**src/hdl/urx_defs.svh**
```systemverilog
`ifndef URX_DEFS_SVH
`define URX_DEFS_SVH
// ==========================================
// register byte offsets
`define URX_OFS_DATA 8'h00
`define URX_OFS_STATUS 8'h18
`define URX_OFS_LINE 8'h1c
`define URX_OFS_WHOLE 8'h24
`define URX_OFS_PART 8'h28
`define URX_OFS_CTRL 8'h30
// ==========================================
// line control fields
`define URX_LC_PARITY_ON 1
`define URX_LC_EVEN_SEL 2
`define URX_LC_TWO_STOP 3
`define URX_LC_QUEUE_ON 4
`define URX_LC_LEN_LO 5
`define URX_LC_LEN_HI 6
`define URX_LC_FIXED_PAR 7
`define URX_LC_MASK 8'hfe
// ==========================================
// control, status and data fields
`define URX_CTRL_OVS 3
`define URX_FLAG_BUSY 3
`define URX_FLAG_EMPTY 4
`define URX_FLAG_OVERRUN 5
`define URX_FLAG_FULL 6
`define URX_DAT_FERR 8
`define URX_DAT_PERR 9
// ==========================================
// reset values
`define URX_RST_LINE 8'h00
`define URX_RST_WHOLE 16'h0000
`define URX_RST_PART 6'h00
`define URX_RST_OVS 1'h0
// ==========================================
// oversampling ticks per bit
`define URX_OVS_SLOW 5'h10
`define URX_OVS_FAST 5'h08
`endif

```
**src/hdl/urx_pkg.sv**
```systemverilog
`default_nettype none
package urx_pkg;
  // ==========================================
  // receiver states
  typedef enum logic [2:0]
  {
    urx_idle,
    urx_start,
    urx_data,
    urx_parity,
    urx_stop1,
    urx_stop2
  } urx_rx_state_t;

  // ==========================================
  // top-level state
  typedef struct packed {
    logic sync1;
    logic sync2;
    urx_rx_state_t phase;
    logic [4:0] smp;
    logic [2:0] nbit;
    logic [7:0] shreg;
    logic par_acc;
    logic ferr;
    logic perr;
    logic [7:0] rx_line_control;
    logic [15:0] baud_divisor_whole;
    logic [5:0] baud_divisor_part;
    logic oversample_sel;
    logic [7:0] act_line;
    logic [15:0] act_whole;
    logic [5:0] act_part;
    logic act_ovs;
    logic overrun;
    logic push_valid;
    logic [9:0] push_word;
    logic [31:0] rd_data;
  } urx_top_state_t;
endpackage : urx_pkg
`default_nettype wire

```
**src/hdl/urx_stream_if.sv**
```systemverilog
`timescale 1ns/1ps
`default_nettype none
interface urx_stream_if #(
  parameter int WIDTH = 10
);
  logic valid;
  logic ready;
  logic [WIDTH-1:0] data;
  modport src(output valid, output data, input ready);
  modport snk(input valid, input data, output ready);
endinterface : urx_stream_if
`default_nettype wire

```
**src/hdl/urx_top.sv**
```systemverilog
// Local design decision: strobed register access.
`timescale 1ns/1ps
`default_nettype none
`include "urx_defs.svh"
module urx_top
  import urx_pkg::*;
#(
  parameter int QUEUE_DEPTH = 4
) (
  input wire logic clk_sys,
  input wire logic rst,
  input wire logic rx_line,
  input wire logic [7:0] addr,
  input wire logic [31:0] wr_data,
  input wire logic wr_strobe,
  input wire logic rd_strobe,
  output logic [31:0] rd_data
);
  // ==========================================
  // helpers
  function automatic logic hit(input logic [7:0] a, input logic [7:0] ofs);
    hit = (a == ofs);
  endfunction : hit

  // data arrive lsb first into the top of the shifter
  function automatic logic [7:0] align(input logic [7:0] sh, input logic [1:0] len);
    logic [7:0] r;
    r = 8'h00;
    unique case (len)
      2'b00: r = {3'b000, sh[7:3]};
      2'b01: r = {2'b00, sh[7:2]};
      2'b10: r = {1'b0, sh[7:1]};
      2'b11: r = sh;
    endcase
    return r;
  endfunction : align

  // ==========================================
  // storage and baud tick
  urx_top_state_t s;
  urx_top_state_t next_s;
  logic tick;
  logic room;
  logic done;
  logic smp_half;
  logic smp_full;
  logic exp_par;
  logic [4:0] ovs_n;
  logic [2:0] last_bit;
  logic [7:0] act;
  logic rd_data_hit;
  logic [31:0] rd_word;

  urx_stream_if #(.WIDTH(10)) push_if ();
  urx_stream_if #(.WIDTH(10)) pop_if ();

  urx_fifo #(
    .WIDTH(10),
    .DEPTH(QUEUE_DEPTH)
  ) u_fifo (
    .clk_sys(clk_sys),
    .rst(rst),
    .push(push_if.snk),
    .pop(pop_if.src)
  );

  urx_baud #(
    .WHOLE_W(16),
    .FRAC_W(6)
  ) u_baud (
    .clk_sys(clk_sys),
    .rst(rst),
    .whole(s.act_whole),
    .part(s.act_part),
    .tick(tick)
  );

  assign push_if.valid = s.push_valid;
  assign push_if.data = s.push_word;
  assign rd_data_hit = rd_strobe && hit(addr, `URX_OFS_DATA);
  assign pop_if.ready = rd_data_hit;
  assign rd_data = s.rd_data;
  assign act = s.act_line;

  // ==========================================
  // frame decode
  always_comb
  begin
    // sixteen or eight ticks per bit
    ovs_n = s.act_ovs ? `URX_OVS_FAST : `URX_OVS_SLOW;
    smp_full = tick && (s.smp == ovs_n - 5'h01);
    smp_half = tick && (s.smp == (ovs_n >> 1) - 5'h01);
    // last data bit index is four plus the length code
    last_bit = 3'h4 + {1'b0, act[`URX_LC_LEN_HI:`URX_LC_LEN_LO]};
    // par_acc holds the xor of the data bits seen so far
    if (act[`URX_LC_FIXED_PAR])
    begin
      exp_par = ~act[`URX_LC_EVEN_SEL];
    end
    else if (act[`URX_LC_EVEN_SEL])
    begin
      exp_par = s.par_acc;
    end
    else
    begin
      exp_par = ~s.par_acc;
    end
    // character mode lets one word wait, the queue lets the FIFO fill
    room = push_if.ready && (act[`URX_LC_QUEUE_ON] || !pop_if.valid);
  end

  // ==========================================
  // read mux
  always_comb
  begin
    rd_word = 32'h0000_0000;
    if (hit(addr, `URX_OFS_DATA))
    begin
      rd_word = pop_if.valid ? {22'h00_0000, pop_if.data} : 32'h0000_0000;
    end
    else if (hit(addr, `URX_OFS_STATUS))
    begin
      rd_word[`URX_FLAG_BUSY] = (s.phase != urx_idle);
      rd_word[`URX_FLAG_EMPTY] = !pop_if.valid;
      rd_word[`URX_FLAG_OVERRUN] = s.overrun;
      rd_word[`URX_FLAG_FULL] = !room;
    end
    else if (hit(addr, `URX_OFS_LINE))
    begin
      rd_word = {24'h00_0000, s.rx_line_control};
    end
    else if (hit(addr, `URX_OFS_WHOLE))
    begin
      rd_word = {16'h0000, s.baud_divisor_whole};
    end
    else if (hit(addr, `URX_OFS_PART))
    begin
      rd_word = {26'h000_0000, s.baud_divisor_part};
    end
    else if (hit(addr, `URX_OFS_CTRL))
    begin
      rd_word[`URX_CTRL_OVS] = s.oversample_sel;
    end
  end

  // ==========================================
  // next state
  always_comb
  begin
    next_s = s;
    done = 1'b0;
    next_s.sync1 = rx_line;
    next_s.sync2 = s.sync1;
    next_s.push_valid = 1'b0;
    next_s.rd_data = rd_strobe ? rd_word : 32'h0000_0000;

    // software side
    if (wr_strobe)
    begin
      if (hit(addr, `URX_OFS_LINE))
      begin
        next_s.rx_line_control = wr_data[7:0] & `URX_LC_MASK;
      end
      if (hit(addr, `URX_OFS_WHOLE))
      begin
        next_s.baud_divisor_whole = wr_data[15:0];
      end
      if (hit(addr, `URX_OFS_PART))
      begin
        next_s.baud_divisor_part = wr_data[5:0];
      end
      if (hit(addr, `URX_OFS_CTRL))
      begin
        next_s.oversample_sel = wr_data[`URX_CTRL_OVS];
      end
      if (hit(addr, `URX_OFS_STATUS) && wr_data[`URX_FLAG_OVERRUN])
      begin
        next_s.overrun = 1'b0;
      end
    end

    // receive machine
    unique case (s.phase)
      urx_idle:
      begin
        // settings only move across between characters
        next_s.act_whole = s.baud_divisor_whole;
        next_s.act_part = s.baud_divisor_part;
        next_s.act_ovs = s.oversample_sel;
        next_s.act_line = s.rx_line_control;
        next_s.smp = 5'h00;
        if (!s.sync2)
        begin
          next_s.phase = urx_start;
        end
      end
      urx_start:
      begin
        if (smp_half)
        begin
          next_s.smp = 5'h00;
          next_s.nbit = 3'h0;
          next_s.par_acc = 1'b0;
          next_s.ferr = 1'b0;
          next_s.perr = 1'b0;
          // a glitch shorter than half a bit is not a start
          next_s.phase = s.sync2 ? urx_idle : urx_data;
        end
        else if (tick)
        begin
          next_s.smp = s.smp + 5'h01;
        end
      end
      urx_data:
      begin
        if (smp_full)
        begin
          next_s.smp = 5'h00;
          next_s.shreg = {s.sync2, s.shreg[7:1]};
          next_s.par_acc = s.par_acc ^ s.sync2;
          next_s.nbit = s.nbit + 3'h1;
          if (s.nbit == last_bit)
          begin
            // no parity slot while parity is off
            next_s.phase = act[`URX_LC_PARITY_ON] ? urx_parity : urx_stop1;
          end
        end
        else if (tick)
        begin
          next_s.smp = s.smp + 5'h01;
        end
      end
      urx_parity:
      begin
        if (smp_full)
        begin
          next_s.smp = 5'h00;
          next_s.perr = (s.sync2 != exp_par);
          next_s.phase = urx_stop1;
        end
        else if (tick)
        begin
          next_s.smp = s.smp + 5'h01;
        end
      end
      urx_stop1:
      begin
        if (smp_full)
        begin
          next_s.smp = 5'h00;
          next_s.ferr = !s.sync2;
          if (act[`URX_LC_TWO_STOP])
          begin
            next_s.phase = urx_stop2;
          end
          else
          begin
            done = 1'b1;
            next_s.phase = urx_idle;
          end
        end
        else if (tick)
        begin
          next_s.smp = s.smp + 5'h01;
        end
      end
      urx_stop2:
      begin
        if (smp_full)
        begin
          next_s.smp = 5'h00;
          next_s.ferr = s.ferr || !s.sync2;
          done = 1'b1;
          next_s.phase = urx_idle;
        end
        else if (tick)
        begin
          next_s.smp = s.smp + 5'h01;
        end
      end
      default:
      begin
        next_s.phase = urx_idle;
      end
    endcase

    // hand the character over; the line cannot stall, so no room is an overrun
    if (done)
    begin
      next_s.push_word = {next_s.perr, next_s.ferr,
                          align(s.shreg, act[`URX_LC_LEN_HI:`URX_LC_LEN_LO])};
      if (room)
      begin
        next_s.push_valid = 1'b1;
      end
      else
      begin
        // set wins over a clear in the same cycle
        next_s.overrun = 1'b1;
      end
    end
  end

  // ==========================================
  // registers
  always_ff @(posedge clk_sys)
  begin
    if (rst)
    begin
      s <= '0;
      s.sync1 <= 1'b1;
      s.sync2 <= 1'b1;
      s.phase <= urx_idle;
      s.rx_line_control <= `URX_RST_LINE;
      s.baud_divisor_whole <= `URX_RST_WHOLE;
      s.baud_divisor_part <= `URX_RST_PART;
      s.oversample_sel <= `URX_RST_OVS;
    end
    else
    begin
      s <= next_s;
    end
  end
endmodule : urx_top
`default_nettype wire

```
**src/hdl/urx_fifo.sv**
```systemverilog
`timescale 1ns/1ps
`default_nettype none
module urx_fifo #(
  parameter int WIDTH = 10,
  parameter int DEPTH = 4
) (
  input wire logic clk_sys,
  input wire logic rst,
  urx_stream_if.snk push,
  urx_stream_if.src pop
);
  localparam int AW = (DEPTH > 1) ? $clog2(DEPTH) : 1;
  localparam logic [AW:0] FULL_CNT = (AW+1)'(DEPTH);
  localparam logic [AW-1:0] LAST = AW'(DEPTH - 1);

  typedef struct packed {
    logic [DEPTH-1:0][WIDTH-1:0] mem;
    logic [AW-1:0] wp;
    logic [AW-1:0] rp;
    logic [AW:0] cnt;
  } urx_fifo_state_t;

  urx_fifo_state_t s;
  urx_fifo_state_t next_s;
  logic do_push;
  logic do_pop;

  assign push.ready = (s.cnt != FULL_CNT);
  assign pop.valid = (s.cnt != '0);
  assign pop.data = s.mem[s.rp];
  assign do_push = push.valid && push.ready;
  assign do_pop = pop.valid && pop.ready;

  always_comb
  begin
    next_s = s;
    if (do_push)
    begin
      next_s.mem[s.wp] = push.data;
      next_s.wp = (s.wp == LAST) ? '0 : s.wp + 1'b1;
    end
    if (do_pop)
    begin
      next_s.rp = (s.rp == LAST) ? '0 : s.rp + 1'b1;
    end
    if (do_push && !do_pop)
    begin
      next_s.cnt = s.cnt + 1'b1;
    end
    else if (do_pop && !do_push)
    begin
      next_s.cnt = s.cnt - 1'b1;
    end
  end

  always_ff @(posedge clk_sys)
  begin
    if (rst)
    begin
      s <= '0;
    end
    else
    begin
      s <= next_s;
    end
  end
endmodule : urx_fifo
`default_nettype wire

```
**src/hdl/urx_baud.sv**
```systemverilog
`timescale 1ns/1ps
`default_nettype none
module urx_baud #(
  parameter int WHOLE_W = 16,
  parameter int FRAC_W = 6
) (
  input wire logic clk_sys,
  input wire logic rst,
  input wire logic [WHOLE_W-1:0] whole,
  input wire logic [FRAC_W-1:0] part,
  output logic tick
);
  typedef struct packed {
    logic [WHOLE_W:0] cnt;
    logic [FRAC_W-1:0] acc;
    logic tick;
  } urx_baud_state_t;

  urx_baud_state_t s;
  urx_baud_state_t next_s;
  logic [FRAC_W:0] sum;
  logic [WHOLE_W:0] period;

  assign tick = s.tick;

  // fraction in 1/64 units: a carry stretches this period by one clock
  always_comb
  begin
    sum = {1'b0, s.acc} + {1'b0, part};
    period = {1'b0, whole} + {{WHOLE_W{1'b0}}, sum[FRAC_W]};
    next_s = s;
    next_s.tick = 1'b0;
    if (whole == '0)
    begin
      // zero divisor holds the receiver still
      next_s.cnt = '0;
      next_s.acc = '0;
    end
    else if (s.cnt >= period - 1'b1)
    begin
      next_s.tick = 1'b1;
      next_s.cnt = '0;
      next_s.acc = sum[FRAC_W-1:0];
    end
    else
    begin
      next_s.cnt = s.cnt + 1'b1;
    end
  end

  always_ff @(posedge clk_sys)
  begin
    if (rst)
    begin
      s <= '0;
    end
    else
    begin
      s <= next_s;
    end
  end
endmodule : urx_baud
`default_nettype wire

```
**config.mk**
```make
export PLATFORM = sky130hd
export DESIGN_NAME = urx_top
export DESIGN_NICKNAME = d
export VERILOG_FILES = /design/src/hdl/urx_pkg.sv /design/src/hdl/urx_stream_if.sv /design/src/hdl/urx_top.sv /design/src/hdl/urx_fifo.sv /design/src/hdl/urx_baud.sv
export VERILOG_INCLUDE_DIRS = /design/src /design/src/hdl
export SDC_FILE = /design/constraint.sdc
export NUM_CORES = 1
export LEC_CHECK = 0
export ABC_AREA = 0
export BUFFER_PORTS_ARGS = -buffer_cell sky130_fd_sc_hd__buf_2
export CAP_MARGIN = 20
export CORE_MARGIN = 2
export CORE_UTILIZATION = 47
export DETAILED_ROUTE_END_ITERATION = 8
export GPL_TIMING_DRIVEN = 0
export MAX_ROUTING_LAYER = met4
export PLACE_DENSITY = 0.62
export SLEW_MARGIN = 20
export SYNTH_ARGS = -nofsm -noshare
export SYNTH_HDL_FRONTEND = slang
export SYNTH_SLANG_ARGS = --single-unit
```
**constraint.sdc**
```tcl
create_clock -name clk_sys -period 8.4 [get_ports clk_sys]
set_input_delay 0.42 -clock clk_sys [delete_from_list [all_inputs] [get_ports clk_sys]]
set_output_delay 0.42 -clock clk_sys [all_outputs]
set_load 0.05 [all_outputs]
```
==> results.toml <==
[floorplan]
die_area_mm2 = 0.0200
core_mm2 = 0.0186
initial_core_util_pct = 47.7
placementRows = 50
die_y_um = 141
io_pins = 77
die_w_um = 141

[sta]
fmax_mhz = 201
layout_setup_ws_ns = 3.41
finalHoldViolCount = 0
tightest_slew_ns = 0.723
fin_skew_ns = 0.0111
drv_slew = 0
maxSlewHeadroom_pct = 51.4
fin_crit_sh_pct = 59.3
setup_viol = 0
grt_setup_unrepaired = "no"
period_needed_ns = 4.99
timing.setup.tns_ns = 0

[status]
status = "completed"

[cells_and_area]
drive_gt1_share_pct = 13.5
instances_no_fill = 1391
nets = 1226
layout_commonest_cell = "nand2_1"
area_growth_pct = 12.7
mostFrequentLayoutCells = "nand2_1, dfxtp_1, a21oi_1, nor2_1, nand3_1"
post-route-util_pct = 53.8
n_antenna_cell = 0
fin_area_mm2 = 0.00999

[hold_path]
hp-class = "input port to register"
holdPathStages = 2
whs_endpoint = "next_s[128]"
hold_start = "rx_line"

[power]
irDropWorstVdd_v = 0.000147
p_leak_uw = 0.00387
power_density_mw_per_mm2 = 173

[clocking]
cts_buffer_depth = 2
cts_root_buffer = "clkbuf_16"
cts_setup_buffers = 0
clock-sinks = 183
cts_hold_buf = 0
cts_buffers = 17
cts_resized = 0
h-tree-depth = 4
cts_tree = "built"
insertion_delay_ns = 0.44
clk_pin_slew_worst_paths_ns = 0.07

[critical_path]
slowest_stage = "or4_1"
path_cells = "ha_1, inv_1, fa_1, inv_1, a21o_1, a21oi_1, o21bai_1, a21oi_1, ha_1, ha_1, nand2_1, or4_1, nor4_1, xnor2_1, ha_1, nand3_1, or2_2, a2111o_1, buf_2, nand4b_2, buf_4, nor2_1"
cp.arrival_ns = 5.32
crit_start = "s[45]"
critPathKind = "register to register"
timing.rr.end = "u_baud.s[14]"
cpPeakStageDelay_ns = 0.55
cp-start-kind = "register"
r2r_slack_ns = 3.41
worstPathRequired_ns = 8.73
critPathBufInv = 4
ff2ff_path_depth = 22
path_delay_family = "simple AND/OR/NAND/NOR gates"
r2r_start = "s[45]"
path_max_fanout = 10
cp-end-kind = "register"
crit_top_cell = "ha_1"

[global_route]
antenna_found_initial = 0
grt-ovfl-total = 0
grt_max_degree = 19
grt_pass1_vias = 7014
grtUsageTotal_pct = 24.1
grt_pass1_wl_um = 36700

[place]
place_area_mm2 = 0.00943
gp_congestion = 0.886
io_buffers = 42
placedCellCount = 1360
place_ws_ns = 3.39
hpwl_um = 16700

[synth]
synthTopCellsByArea = "dfxtp_1, nand2_1, a21oi_1"
yosysSeqAreaShare_pct = 41.3
ys_async_sr_fraction_pct = 0
yosysWarningCount = 0
ys_types = 73
ys_ff_latch = 183
synthFlopType = "dfxtp_1"
syn_area_mm2 = 0.00887
yosys.area.top_type = "dfxtp_1"
synth_cells = 1069
synth-edff-count = 0
synth_top_area_share_pct = 41.3
avgSynthCellArea_um2 = 8.30

[routing]
dr.pass1.iters = 6
drt_wl_total_um = 22700
ant_nets = 0
drt_iter0_markers = 504
avgRoutedWirePerCell_um = 16.3
dr_total_vias = 7552
drc_errors = 0
via_per_inst = 5.43

[run]
drv_cap = 0
==> registers in the layout, indices dropped and copies added (netlist names) <==
register       cells
u_fifo.s          47
act                7
u_baud.tick        1
rd_data           16
push_if.data      10
u_baud.s          23
next_s             1
s                 77
push_if.valid      1
==> cells by family after synthesis <==
logic type,count (synthesis),synth area share (%)
multiplexers,35,5.70
other,1,0.0423
flip-flops,183,41.3
adder cells (fa/ha/maj),36,5.25
AND/OR/NAND/NOR,451,23.7
AO/OA/AOI/OAI,210,13.5
XOR/XNOR,41,4.05
buffers and inverters,112,6.47
==> cells in the mapped netlist (5+ instances only) <==
library cell / count
buf_4: 36
inv_1: 20
nand3_1: 70
nor3_1: 13
or3_1: 5
nor2b_1: 9
mux2i_1: 19
a31oi_1: 7
and3_1: 10
nand4_1: 8
buf_2: 8
nor4_1: 5
xor2_1: 20
and4_1: 5
a22oi_1: 5
nor2_1: 77
and2_1: 8
ha_1: 34
nand2_1: 211
xnor2_1: 21
a21oi_1: 137
clkbuf_1: 42
o21ai_0: 29
dfxtp_1: 183
mux4_2: 12
==> worst reg2reg max path: cells and delay by family, from the launching register on <==
kind / cells / cell delay (ns)
simple gates: 7 / 1.68
fa+ha+maj: 5 / 1.24
compound gates: 5 / 1.02
buf+inv: 4 / 0.52
flops: 1 / 0.31
xor+xnor: 1 / 0.12
==> per-stage QoR <==
step | power, µW | hold slack [ns]
2_1_floorplan | 942 | 0.389
3_3_place_gp | 969 | 0.400
3_5_place_dp | 969 | 0.396
4_1_cts | 1740 | 0.150
5_1_grt | 1790 | 0.151
6_report | 1730 | 0.165
==> report_power, final <==
group	internal, µW	switching [µW]	leakage (µW)
logic	20.5	60.4	0.00213
registers	868	0.789	0.00147
clock network	393	383	0.000271
==> layer usage <==
layer / wire (µm) / global-route usage, %
met1: 10300 / 30.1
met3: 742 / 4.35
met4: 277 / 5.63
met5: 0 / -
met2: 11400 / 40.9
==> layout make-up <==
type | instances | area [µm²]
plain buffers | 91 | 495
clock buffers | 17 | 425
clock inverters | 14 | 138
fillers | 1777 | 8590
inverters | 21 | 78.8
multi-input cells | 789 | 4690
flip-flops and latches | 183 | 3660
well taps | 234 | 293
repair buffers | 42 | 210
==> worst max-delay path by stage <==
stage,endpoint,slack [ns],depth (start not counted)
4_1_cts,u_baud.s[14],3.35,22
3_3_place_gp,u_baud.s[23],3.44,22
6_report,u_baud.s[14],3.41,22
5_1_grt,u_baud.s[5],2.94,20
3_5_place_dp,u_baud.s[20],3.39,22
2_1_floorplan,u_baud.s[14],4.10,22
Note: power is estimated with default switching activity, not from simulation.
